$ cat src/pav_pkg.sv
// pav_pkg: constants and types for the program address and comparator irq block
// assumes a single core clock domain and an 8-bit register port
package pav_pkg;

  // widths
  localparam int PC_W = 13;
  localparam int WORD_W = 14;
  localparam int ADDR_W = 8;
  localparam int DATA_W = 8;

  // fixed vectors and counter step
  localparam logic [12:0] VEC_RESET = 13'h0000;
  localparam logic [12:0] VEC_IRQ = 13'h0004;
  localparam logic [12:0] PC_STEP = 13'h0001;

  // implemented store sizes as address widths: 512, 1K, 2K words
  localparam int AW_512 = 9;
  localparam int AW_1K = 10;
  localparam int AW_2K = 11;

  // register offsets
  localparam logic [7:0] OFF_IRQ_FLAG = 8'h0C;
  localparam logic [7:0] OFF_IRQ_ENABLE = 8'h8C;
  localparam logic [7:0] OFF_IRQ_CONTROL = 8'h0B;

  // field positions
  localparam int BIT_CMP = 6;
  localparam int BIT_GIE = 7;

  // register bus request
  typedef struct packed {
    logic wr;
    logic rd;
    logic [7:0] addr;
    logic [7:0] wdata;
  } pav_bus_s;

  // core fetch sequencing request
  typedef struct packed {
    logic irq_take;
    logic load;
    logic inc;
    logic [12:0] target;
  } pav_fetch_s;

  // whole state of the block
  typedef struct packed {
    logic [12:0] pc;
    logic cmp_en;
    logic cmp_flag;
    logic global_irq_enable;
    logic irq;
    logic sync1;
    logic sync2;
    logic sync3;
    logic [7:0] rdata;
  } pav_state_s;

  localparam pav_state_s STATE_RESET = '{
    pc: VEC_RESET,
    cmp_en: 1'b0,
    cmp_flag: 1'b0,
    global_irq_enable: 1'b0,
    irq: 1'b0,
    sync1: 1'b0,
    sync2: 1'b0,
    sync3: 1'b0,
    rdata: 8'h00
  };

endpackage

$ cat src/pav_addr_irq.sv
// pav_addr_irq: program counter with wrapped store address, vectors and comparator irq
// assumes the core drives fetch requests and register strobes on mclk_i;
// cmp_i is an asynchronous level from the comparator
//
// Implementation choice: the plain strobed port.
`timescale 1ns/1ps
`default_nettype none

module pav_addr_irq #(
  parameter int IMPL_AW = pav_pkg::AW_2K
) (
  input wire logic mclk_i,
  input wire logic rst_n_i,
  input wire pav_pkg::pav_bus_s bus_i,
  output logic [7:0] rdata_o,
  input wire pav_pkg::pav_fetch_s fetch_i,
  output logic [12:0] pc_o,
  output logic [IMPL_AW-1:0] rom_addr_o,
  input wire logic cmp_i,
  output logic irq_o
);

  pav_pkg::pav_state_s q;
  pav_pkg::pav_state_s d;
  logic cmp_change;

  // next state of the whole block
  always_comb begin
    d = q;
    // comparator level synchroniser and edge history
    d.sync1 = cmp_i;
    d.sync2 = q.sync1;
    d.sync3 = q.sync2;
    cmp_change = q.sync2 ^ q.sync3;
    // program counter sequencing, irq vector first
    if (fetch_i.irq_take) begin
      d.pc = pav_pkg::VEC_IRQ;
    end else if (fetch_i.load) begin
      d.pc = fetch_i.target;
    end else if (fetch_i.inc) begin
      d.pc = q.pc + pav_pkg::PC_STEP;
    end
    // register writes
    if (bus_i.wr) begin
      unique case (bus_i.addr)
        pav_pkg::OFF_IRQ_ENABLE: begin
          d.cmp_en = bus_i.wdata[pav_pkg::BIT_CMP];
        end
        pav_pkg::OFF_IRQ_CONTROL: begin
          d.global_irq_enable = bus_i.wdata[pav_pkg::BIT_GIE];
        end
        pav_pkg::OFF_IRQ_FLAG: begin
          if (bus_i.wdata[pav_pkg::BIT_CMP]) begin
            d.cmp_flag = 1'b0; // write one clears
          end
        end
        default: begin
        end
      endcase
    end
    // a change in the clearing cycle still sets the flag
    if (cmp_change) begin
      d.cmp_flag = 1'b1;
    end
    // read data, one cycle after the strobe, unmapped reads zero
    d.rdata = 8'h00;
    if (bus_i.rd) begin
      unique case (bus_i.addr)
        pav_pkg::OFF_IRQ_ENABLE: begin
          d.rdata[pav_pkg::BIT_CMP] = q.cmp_en;
        end
        pav_pkg::OFF_IRQ_FLAG: begin
          d.rdata[pav_pkg::BIT_CMP] = q.cmp_flag;
        end
        pav_pkg::OFF_IRQ_CONTROL: begin
          d.rdata[pav_pkg::BIT_GIE] = q.global_irq_enable;
        end
        default: begin
        end
      endcase
    end
    // level request to the core
    d.irq = d.cmp_flag & d.cmp_en & d.global_irq_enable;
  end

  // state register, synchronous reset
  always_ff @(posedge mclk_i) begin
    if (!rst_n_i) begin
      q <= pav_pkg::STATE_RESET;
    end else begin
      q <= d;
    end
  end

  // outputs straight from the state register
  assign pc_o = q.pc;
  assign rom_addr_o = q.pc[IMPL_AW-1:0];
  assign rdata_o = q.rdata;
  assign irq_o = q.irq;
endmodule // pav_addr_irq

`default_nettype wire

$ cat config.mk
export PLATFORM = sky130hd
export DESIGN_NAME = pav_addr_irq
export DESIGN_NICKNAME = d
export VERILOG_FILES = /design/src/pav_pkg.sv /design/src/pav_addr_irq.sv
export SDC_FILE = /design/constraint.sdc
export NUM_CORES = 1
export LEC_CHECK = 0
export BUFFER_PORTS_ARGS = -buffer_cell sky130_fd_sc_hd__buf_2
export CAP_MARGIN = 10
export CORE_MARGIN = 2
export CORE_UTILIZATION = 41
export CTS_CLUSTER_DIAMETER = 50
export CTS_CLUSTER_SIZE = 40
export DETAILED_ROUTE_END_ITERATION = 7
export PLACE_DENSITY = 0.85
export REMOVE_ABC_BUFFERS = 1
export SLEW_MARGIN = 20
export SYNTH_ARGS = -nofsm -noshare
export SYNTH_HDL_FRONTEND = slang
export SYNTH_SLANG_ARGS = --single-unit
$ cat constraint.sdc
create_clock -name mclk_i -period 1.5 [get_ports mclk_i]
set_clock_uncertainty 0.1 [all_clocks]
set_input_delay 0.3 -clock mclk_i [delete_from_list [all_inputs] [get_ports mclk_i]]
set_output_delay 0.3 -clock mclk_i [all_outputs]
set_load 0.05 [all_outputs]
# Yosys cells after proc, flatten, opt, wreduce, memory -nomap -nowiden
# Cells that the tools add are included.
op_classes:
  addsub: 1
  eq_ne: 3
  muxes: 10
  bitwise_logic: 4
  reduce_logical: 5
op_table:
  columns: ["op", "n"]
  rows:
  - ["$mux 13", 2]
  - ["$eq 8x4->1 const B", 2]
  - ["$add 13x1->13 const B", 1]
  - ["$eq 8x8->1 const B", 1]
  - ["$mux 3", 2]
  - ["$mux 1", 5]
  - ["$reduce_and 3->1", 1]
  - ["$reduce_bool 3->1", 1]
  - ["$and 1x1->1", 2]
  - ["$pmux 1 s2", 1]
  - ["$reduce_and 2->1", 1]
  - ["$reduce_bool 2->1", 1]
  - ["$reduce_or 2->1", 1]
  - ["$not 1->1", 1]
  - ["$xor 1x1->1", 1]
totals:
  register_bits: 28
  in_bits: 37
  output_inout_bits: 33

# Depth between registers and ports, before layout
# Gate-level depths: netlist of the first run.
depth:
  word_depth: 6
  ltp_mapped: 5
  depth_no_buf: 5

# Worst setup path after synthesis of the first run
# No wires, ideal clock.
synth_path:
  path_kind: "register to register"
  from: "register q (netlist bit pc_o[0])"
  to: "register q (netlist bit pc_o[12])"
  setup_time_ps: 74
  t_arrival_ps: 1344
  t_required_ps: 1326
  slack_ps: -18
  path_stages_with_launch: 6
  n_path_buf: 0
  synth_period_minus_slack_ps: 1518
  path_cell_list: "dfxtp_1 -> ha_1 -> and3_4 -> nand3_2 -> or3b_1 -> a31oi_1"
synth_between:
  elab_chain_len: 3
synth_lines:
  columns: ["element", "line", "rtl"]
  rows:
  - ["start, declared", "pav_addr_irq.sv:23", "pav_pkg::pav_state_s q;"]
  - ["start signal, assigned", "pav_addr_irq.sv:89", "q <= pav_pkg::STATE_RESET;"]
  - ["$add 13x1->13", "pav_addr_irq.sv:41", "d.pc = q.pc + pav_pkg::PC_STEP;"]
  - ["$mux 13", "pav_addr_irq.sv:40", "end else if (fetch_i.inc) begin"]
  - ["$mux 13", "pav_addr_irq.sv:38", "end else if (fetch_i.load) begin"]
# No other way between the ends. The select of a mux whose other input is x is not followed.
# A chain may end at the register's enable or synchronous reset.

# Worst setup path after layout of the first run
# Same ends and word-level chain as after synthesis.

==> results of run 1 <==
==> report_power, final <==
group	leakage [nW]	switching [W]	internal, W
Clock	0.0138	0.000172	0.0000939
Combinational	0.555	0.000221	0.000118
Sequential	0.183	0.0000180	0.000607
==> synthesized netlist by cell type, types with 2 or more instances <==
master	count	area, sq um
sky130_fd_sc_hd__nor2b_1	5	31.3
sky130_fd_sc_hd__and2_1	4	25.0
sky130_fd_sc_hd__buf_4	32	240
sky130_fd_sc_hd__inv_1	3	11.3
sky130_fd_sc_hd__mux2i_1	4	40.0
sky130_fd_sc_hd__xor2_1	3	26.3
sky130_fd_sc_hd__nand2b_1	5	31.3
sky130_fd_sc_hd__xnor2_1	8	70.1
sky130_fd_sc_hd__nand3_1	4	20.0
sky130_fd_sc_hd__nand4_1	4	25.0
sky130_fd_sc_hd__o21ai_0	10	50.1
sky130_fd_sc_hd__nor2_1	9	33.8
sky130_fd_sc_hd__a21oi_1	14	70.1
sky130_fd_sc_hd__nor4_2	3	37.5
sky130_fd_sc_hd__dfxtp_1	22	440
sky130_fd_sc_hd__nand2_1	10	37.5
sky130_fd_sc_hd__clkbuf_1	2	7.51
sky130_fd_sc_hd__nor3_1	2	10.0
==> state kept, by name, summed over array words and instances (netlist names) <==
name and cells:
q 4, d 2, pc_o 13, irq_o 1, rdata_o 2
==> metrics by stage <==
stage / instances / cell area, sq um
6_report: 251 / 1680
5_1_grt: 251 / 1680
2_1_floorplan: 128 / 1120
3_5_place_dp: 247 / 1590
4_1_cts: 250 / 1630
3_3_place_gp: 247 / 1590
==> worst max-delay path, stage by stage, from the launching register on <==
cell and delay [ps]:
sky130_fd_sc_hd__dfxtp_2 370, sky130_fd_sc_hd__ha_4 130, sky130_fd_sc_hd__and3_4 190, sky130_fd_sc_hd__nand3_2 80, sky130_fd_sc_hd__or3b_1 350, sky130_fd_sc_hd__a31oi_1 180
==> layout make-up <==
class,instances,area (sq um)
fillers,291,1420
multi-input cells,103,677
repair buffers,76,468
flip-flops and latches,22,449
well taps,44,55.1
clock buffers,3,22.5
inverters,3,11.3
==> cells by family (layout without fill, tap and decap cells) <==
group,Yosys count,count (layout),share of synthesized area
and+or+nand+nor,53,53,0.253
buffers and inverters,39,82,0.202
AOI/OAI and AO/OA,28,28,0.109
DFF,22,22,0.324
xor gates and xnor gates,11,11,0.0708
muxes,4,4,0.0294
adders and majority gates,1,1,0.00919
other,1,6,0.00275
==> repair_timing <==
action,4_1_cts,5_1_grt
buffers inserted,0,1
endpoints found under the hold margin,0,0
setup endpoints to repair,7,17
resized for setup,7,20
pin swaps,2,3
==> metal layers <==
layer,part of all wire,wire [um],up-vias
met1,0.44,1220,518
met3,0.055,153,5
met4,0.018,49,0
met5,0,0,-
met2,0.49,1340,41
li1,-,-,598
==> how the worst max path moves through the flow <==
stage / start / end / slack (ps) / depth (start not counted)
after global routing: pc_o[1] / pc_o[12] / -30 / 5
final: pc_o[0] / pc_o[12] / 30 / 5
after floorplan: pc_o[0] / pc_o[12] / -790 / 5
after global placement: bus_i[13] / irq_o / -9 / 5
after CTS: pc_o[3] / rom_addr_o[3] / -30 / 2
after detailed placement: bus_i[10] / irq_o / -100 / 5
==> load_flow_metrics.sql, run 1 <==
INSERT INTO impl_metrics (metric_group, metric, value, unit) VALUES
('finish', 'fin_nets', '247', ''),
('cts', 'cts.sink_count', '22', ''),
('finish', 'post_route_cells_drive_above_1_share', '0.454', ''),
('grt', 'number_of_antenna_violations_at_the_first_check_in_global_routing', '0', ''),
('placed_design', 'hpwlAfterDp', '2270', 'um'),
('grt', 'grt.total_usage', '0.157', ''),
('worst_setup_path', 'setup.worst_path.class', 'reg -> reg', ''),
('yosys', 'synth_cell_types', '33', ''),
('worst_setup_path', 'reg2reg_setup_slack', '30', 'ps'),
('detailed_routing', 'drtAntennaViolNets', '0', ''),
('finish', 'utilization_after_layout', '0.542', ''),
('worst_setup_path', 'regToRegEndpoint', 'pc_o[12]', ''),
('grt', 'grt_max_degree', '12', ''),
('cts', 'clk_pin_slew_worst_paths', '110', 'ps'),
('min_path', 'worstHoldEndpoint', 'd[9]', ''),
('die', 'io_pins', '70', ''),
('placed_design', 'io_buffer_count', '57', ''),
('power_and_ir_drop', 'p_leak', '0.751', 'nW'),
('placed_design', 'preCtsSetupSlack', '-98.1', 'ps'),
('grt', 'gr-usage-met1', '0.204', ''),
('worst_setup_path', 'worstSetupEndpointType', 'flip-flop', ''),
('die', 'row_count', '20', ''),
('timing', 'finalHoldWorstSlack', '94.7', 'ps'),
('grt', 'vias_in_the_first_global_route', '1008', ''),
('worst_setup_path', 'rr_worst_depth', '5', ''),
('yosys', 'seq_area_frac_synth', '0.324', ''),
('die', 'die_area', '3800', 'sq um'),
('die', 'dieHeight', '61.6', 'um'),
('yosys', 'top_ff_cell_synth', 'sky130_fd_sc_hd__dfxtp_1', ''),
('timing', 'clock.fmax', '0.682', 'GHz'),
('detailed_routing', 'drt_drc_violations_left', '0', ''),
('yosys', 'netlist_instances', '159', ''),
('yosys', 'post_synth.cell_area_avg', '8.56', 'sq um'),
('power_and_ir_drop', 'total_power', '0.00123', 'W'),
('detailed_routing', 'route.detailed.wl_per_inst', '11.0', 'um'),
('finish', 'mostFrequentLayoutCells', 'sky130_fd_sc_hd__buf_2 (41), sky130_fd_sc_hd__buf_4 (25), sky130_fd_sc_hd__dfxtp_1 (15)', ''),
('detailed_routing', 'initialDrtViolationCount', '27', ''),
('die', 'core-area', '3100', 'sq um'),
('timing', 'period_share', '0.978', ''),
('cts', 'insertion_delay', '310', 'ps'),
('min_path', 'min-delay-path-class', 'in -> reg', ''),
('min_path', 'hold_path_startpoint', 'cmp_i', ''),
('grt', 'wire_length_of_the_first_global_routing_pass', '4350', 'um'),
('yosys', 'synth.cell_area', '1360', 'sq um'),
('grt', 'gr-total-overflow', '0', ''),
('worst_setup_path', 'worstPathMaxFanout', '4', ''),
('timing', 'layout_min_cycle_time', '1470', 'ps'),
('grt', 'grt_use_met2', '0.253', ''),
('cts', 'post_cts_hold_buffer_count', '0', ''),
('grt', 'globalRouteMet3Util', '0.0273', ''),
('cts', 'htreeDepth', '1', ''),
('worst_setup_path', 'critical_path.startpoint_type', 'flip-flop', ''),
('min_path', 'timing.hold.worst_path_depth', '2', ''),
('detailed_routing', 'drt_first_pass_iters', '4', ''),
('yosys', 'synth_enable_flop_cells', '0', ''),
('finish', 'final_common_cell', 'sky130_fd_sc_hd__buf_2', ''),
('power_and_ir_drop', 'powerDensity', '731', 'nW/um^2'),
('timing', 'finalMaxSlewViolations', '0', ''),
('die', 'dieWidth', '61.6', 'um'),
('die', 'initial_standard_cell_utilization_of_the_core', '0.439', ''),
('worst_setup_path', 'rr_startpoint', 'pc_o[0]', ''),
('finish', 'areaGrowthSynthToFinish', '23.6', '%'),
('worst_setup_path', 'critPathArrivalTime', '1600', 'ps'),
('cts', 'tritoncts', 'done', ''),
('power_and_ir_drop', 'vdd.ir_drop.worst', '311', 'uV'),
('outcome', 'run_status', 'finished clean', ''),
('cts', 'clockBufferDepth', '2', ''),
('timing', 'timing.final.setup_violations', '0', ''),
('detailed_routing', 'avgViaCountPerCell', '4.63', ''),
('yosys', 'ys_async_sr_fraction', '0', ''),
('cts', 'clockRootBuffer', 'sky130_fd_sc_hd__clkbuf_4', '');
Power figures use the tool's default switching activity.
==> run 2, diff against run 1 <==
--- a/config.mk
+++ b/config.mk
@@ -12,6 +12,7 @@
 export CTS_CLUSTER_DIAMETER = 50
 export CTS_CLUSTER_SIZE = 40
 export DETAILED_ROUTE_END_ITERATION = 7
+export HOLD_SLACK_MARGIN = 0.15
 export PLACE_DENSITY = 0.85
 export REMOVE_ABC_BUFFERS = 1
 export SLEW_MARGIN = 20
==> run 2 against run 1 <==
First-iteration DRC count is 7.4% lower. Wire length is 4.2% higher. Die area stayed put. Critical path type unchanged.
==> load_flow_metrics.sql, run 2 (same netlist as run 1, synthesis figures left out) <==
INSERT INTO impl_metrics (metric_group, metric, value, unit) VALUES
('power_and_ir_drop', 'share_clk_of_total_power', '0.213', ''),
('timing', 'fin_setup_tns', '0', 'ps'),
('cts', 'clockRootBuffer', 'sky130_fd_sc_hd__clkbuf_4', ''),
('timing', 'timing.final.setup_violations', '0', ''),
('finish', 'post_route_cells_drive_above_1_share', '0.439', ''),
('detailed_routing', 'drt_first_pass_iters', '4', ''),
('power_and_ir_drop', 'internal_power', '0.000831', 'W'),
('cts', 'htreeDepth', '1', ''),
('grt', 'grt_use_met2', '0.269', ''),
('worst_setup_path', 'critical-path-slowest-cell', 'sky130_fd_sc_hd__dfxtp_2', ''),
('finish', 'utilization_after_layout', '0.565', ''),
('detailed_routing', 'drt_drc_violations_left', '0', ''),
('worst_setup_path', 'reg2reg_setup_slack', '30', 'ps'),
('finish', 'antenna_cells', '0', ''),
('detailed_routing', 'drtAntennaViolNets', '0', ''),
('min_path', 'min-delay-path-class', 'in -> reg', ''),
('worst_setup_path', 'critical-path-max-stage-delay', '370', 'ps'),
('die', 'core-area', '3100', 'sq um'),
('cts', 'insertion_delay', '300', 'ps'),
('worst_setup_path', 'timing.critical_path.buf_inv', '0', ''),
('power_and_ir_drop', 'vdd.ir_drop.worst', '300', 'uV'),
('min_path', 'timing.hold.worst_path_depth', '3', ''),
('die', 'initial_standard_cell_utilization_of_the_core', '0.439', ''),
('die', 'dieWidth', '61.6', 'um'),
('power_and_ir_drop', 'power.net_switching', '0.000413', 'W'),
('worst_setup_path', 'critPathArrivalTime', '1600', 'ps'),
('finish', 'nFillCells', '284', ''),
('worst_setup_path', 'crit_path_cell_trace', 'ha_4, and3_4, nand3_2, or3b_1, a31oi_1', ''),
('power_and_ir_drop', 'p_leak', '0.781', 'nW'),
('finish', 'multi_input_area', '677', 'sq um'),
('cts', 'tritoncts.num_buffers', '3', ''),
('timing', 'layout_min_cycle_time', '1470', 'ps'),
('timing', 'period_share', '0.978', ''),
('grt', 'grt.busiest_layer', 'met2', ''),
('cts', 'cts.sink_count', '22', ''),
('placed_design', 'gp_congestion', '0.847', ''),
('grt', 'globalRouteMet3Util', '0.0273', ''),
('detailed_routing', 'num_vias', '1196', ''),
('timing', 'rsz0062_at_grt', 'true', ''),
('worst_setup_path', 'worstSetupEndpointType', 'flip-flop', ''),
('grt', 'gr-total-overflow', '0', ''),
('worst_setup_path', 'rr_worst_depth', '5', ''),
('finish', 'fin_nets', '254', ''),
('grt', 'wire_length_of_the_first_global_routing_pass', '4460', 'um'),
('detailed_routing', 'initialDrtViolationCount', '25', ''),
('die', 'dieHeight', '61.6', 'um'),
('finish', 'mostFrequentLayoutCells', 'sky130_fd_sc_hd__buf_2 (41), sky130_fd_sc_hd__buf_4 (25), sky130_fd_sc_hd__dfxtp_1 (15)', ''),
('power_and_ir_drop', 'total_power', '0.00124', 'W'),
('grt', 'vias_in_the_first_global_route', '1031', ''),
('timing', 'finalHoldViolCount', '0', ''),
('grt', 'gr-usage-met1', '0.204', ''),
('grt', 'grt.total_usage', '0.162', ''),
('power_and_ir_drop', 'powerDensity', '709', 'nW/um^2'),
('flow_run', 'drv_cap', '0', ''),
('power_and_ir_drop', 'swShare', '0.332', ''),
('placed_design', 'hpwlAfterDp', '2270', 'um'),
('die', 'die_area', '3800', 'sq um'),
('placed_design', 'io_buffer_count', '57', ''),
('finish', 'final_common_cell', 'sky130_fd_sc_hd__buf_2', ''),
('grt', 'number_of_antenna_violations_at_the_first_check_in_global_routing', '0', ''),
('worst_setup_path', 'worstPathRequired', '1640', 'ps'),
('power_and_ir_drop', 'p_comb_frac', '0.285', ''),
('die', 'io_pins', '70', ''),
('placed_design', 'preCtsSetupSlack', '-98.1', 'ps'),
('timing', 'finalMaxSlewViolations', '0', ''),
('timing', 'finalWorstSetupSlack', '33.5', 'ps'),
('finish', 'largest_register_ff_count', '13', ''),
('power_and_ir_drop', 'seq_power_share', '0.502', ''),
('detailed_routing', 'route.detailed.wl_per_inst', '11.1', 'um'),
('outcome', 'run_status', 'finished clean', ''),
('detailed_routing', 'avgViaCountPerCell', '4.64', ''),
('die', 'row_count', '20', ''),
('cts', 'clk_pin_slew_worst_paths', '110', 'ps'),
('worst_setup_path', 'critical_path.top_delay_family', 'simple AND/OR/NAND/NOR gates', ''),
('finish', 'seq_area', '449', 'sq um'),
('worst_setup_path', 'critical_path.startpoint_type', 'flip-flop', ''),
('worst_setup_path', 'critical_path_cell_count', '5', ''),
('worst_setup_path', 'worstPathMaxFanout', '4', ''),
('cts', 'clockBufferDepth', '2', ''),
('timing', 'clock.fmax', '0.682', 'GHz'),
('worst_setup_path', 'setup.worst_path.class', 'reg -> reg', ''),
('detailed_routing', 'routed_wl', '2880', 'um'),
('grt', 'grt_max_degree', '12', ''),
('cts', 'tritoncts', 'done', ''),
('finish', 'areaGrowthSynthToFinish', '28.8', '%');
[run 2: area by class of cell]
type                       count  share of cell area
multi-input combinational    103               0.386
timing repair buffer          83               0.307
sequential                    22               0.256
tap                           44              0.0314
clock buffer                   3              0.0128
inverter                       3             0.00642
[run 2: power groups by stage]
stage               clock, W  sequential (W)  combinational (W)
finish              0.000265        0.000625           0.000354
global route        0.000298        0.000628           0.000379
floorplan                  0        0.000740          0.0000964
global placement           0        0.000635           0.000322
detailed placement         0        0.000636           0.000327
CTS                 0.000271        0.000623           0.000345
[run 2: worst paths after layout]
check	start	to
max	pc_o[0]	pc_o[12]
min	fetch_i[8]	pc_o[8]
max reg2reg	pc_o[0]	pc_o[12]
min reg2reg	d[9]	d[8]
[run 2: per-layer routing]
layer	vias up	share of wire
met2	43	0.50
met4	0	0.017
met5	-	0
li1	613	-
met3	5	0.051
met1	535	0.43
[run 2: stage by stage]
stage | instance area, sq um | hold WS (ps) | cells
6_report | 1750 | 157 | 258
4_1_cts | 1700 | 154 | 257
3_3_place_gp | 1590 | 323 | 247
3_5_place_dp | 1590 | 326 | 247
5_1_grt | 1750 | 167 | 258
2_1_floorplan | 1120 | 309 | 128
[run 2: worst register-to-register path, stage by stage (launching register included)]
cell and delay (ps):
sky130_fd_sc_hd__dfxtp_2 370, sky130_fd_sc_hd__ha_4 130, sky130_fd_sc_hd__and3_4 190, sky130_fd_sc_hd__nand3_2 80, sky130_fd_sc_hd__or3b_1 350, sky130_fd_sc_hd__a31oi_1 180
[run 2: timing repair]
item                                   in CTS  in global routing
setup buffers                               0                  1
endpoints found under the hold margin       7                  0
pin swaps                                   2                  3
gates resized for setup                     7                 20
hold buffers                                7                  0
setup endpoints to repair                   7                 17
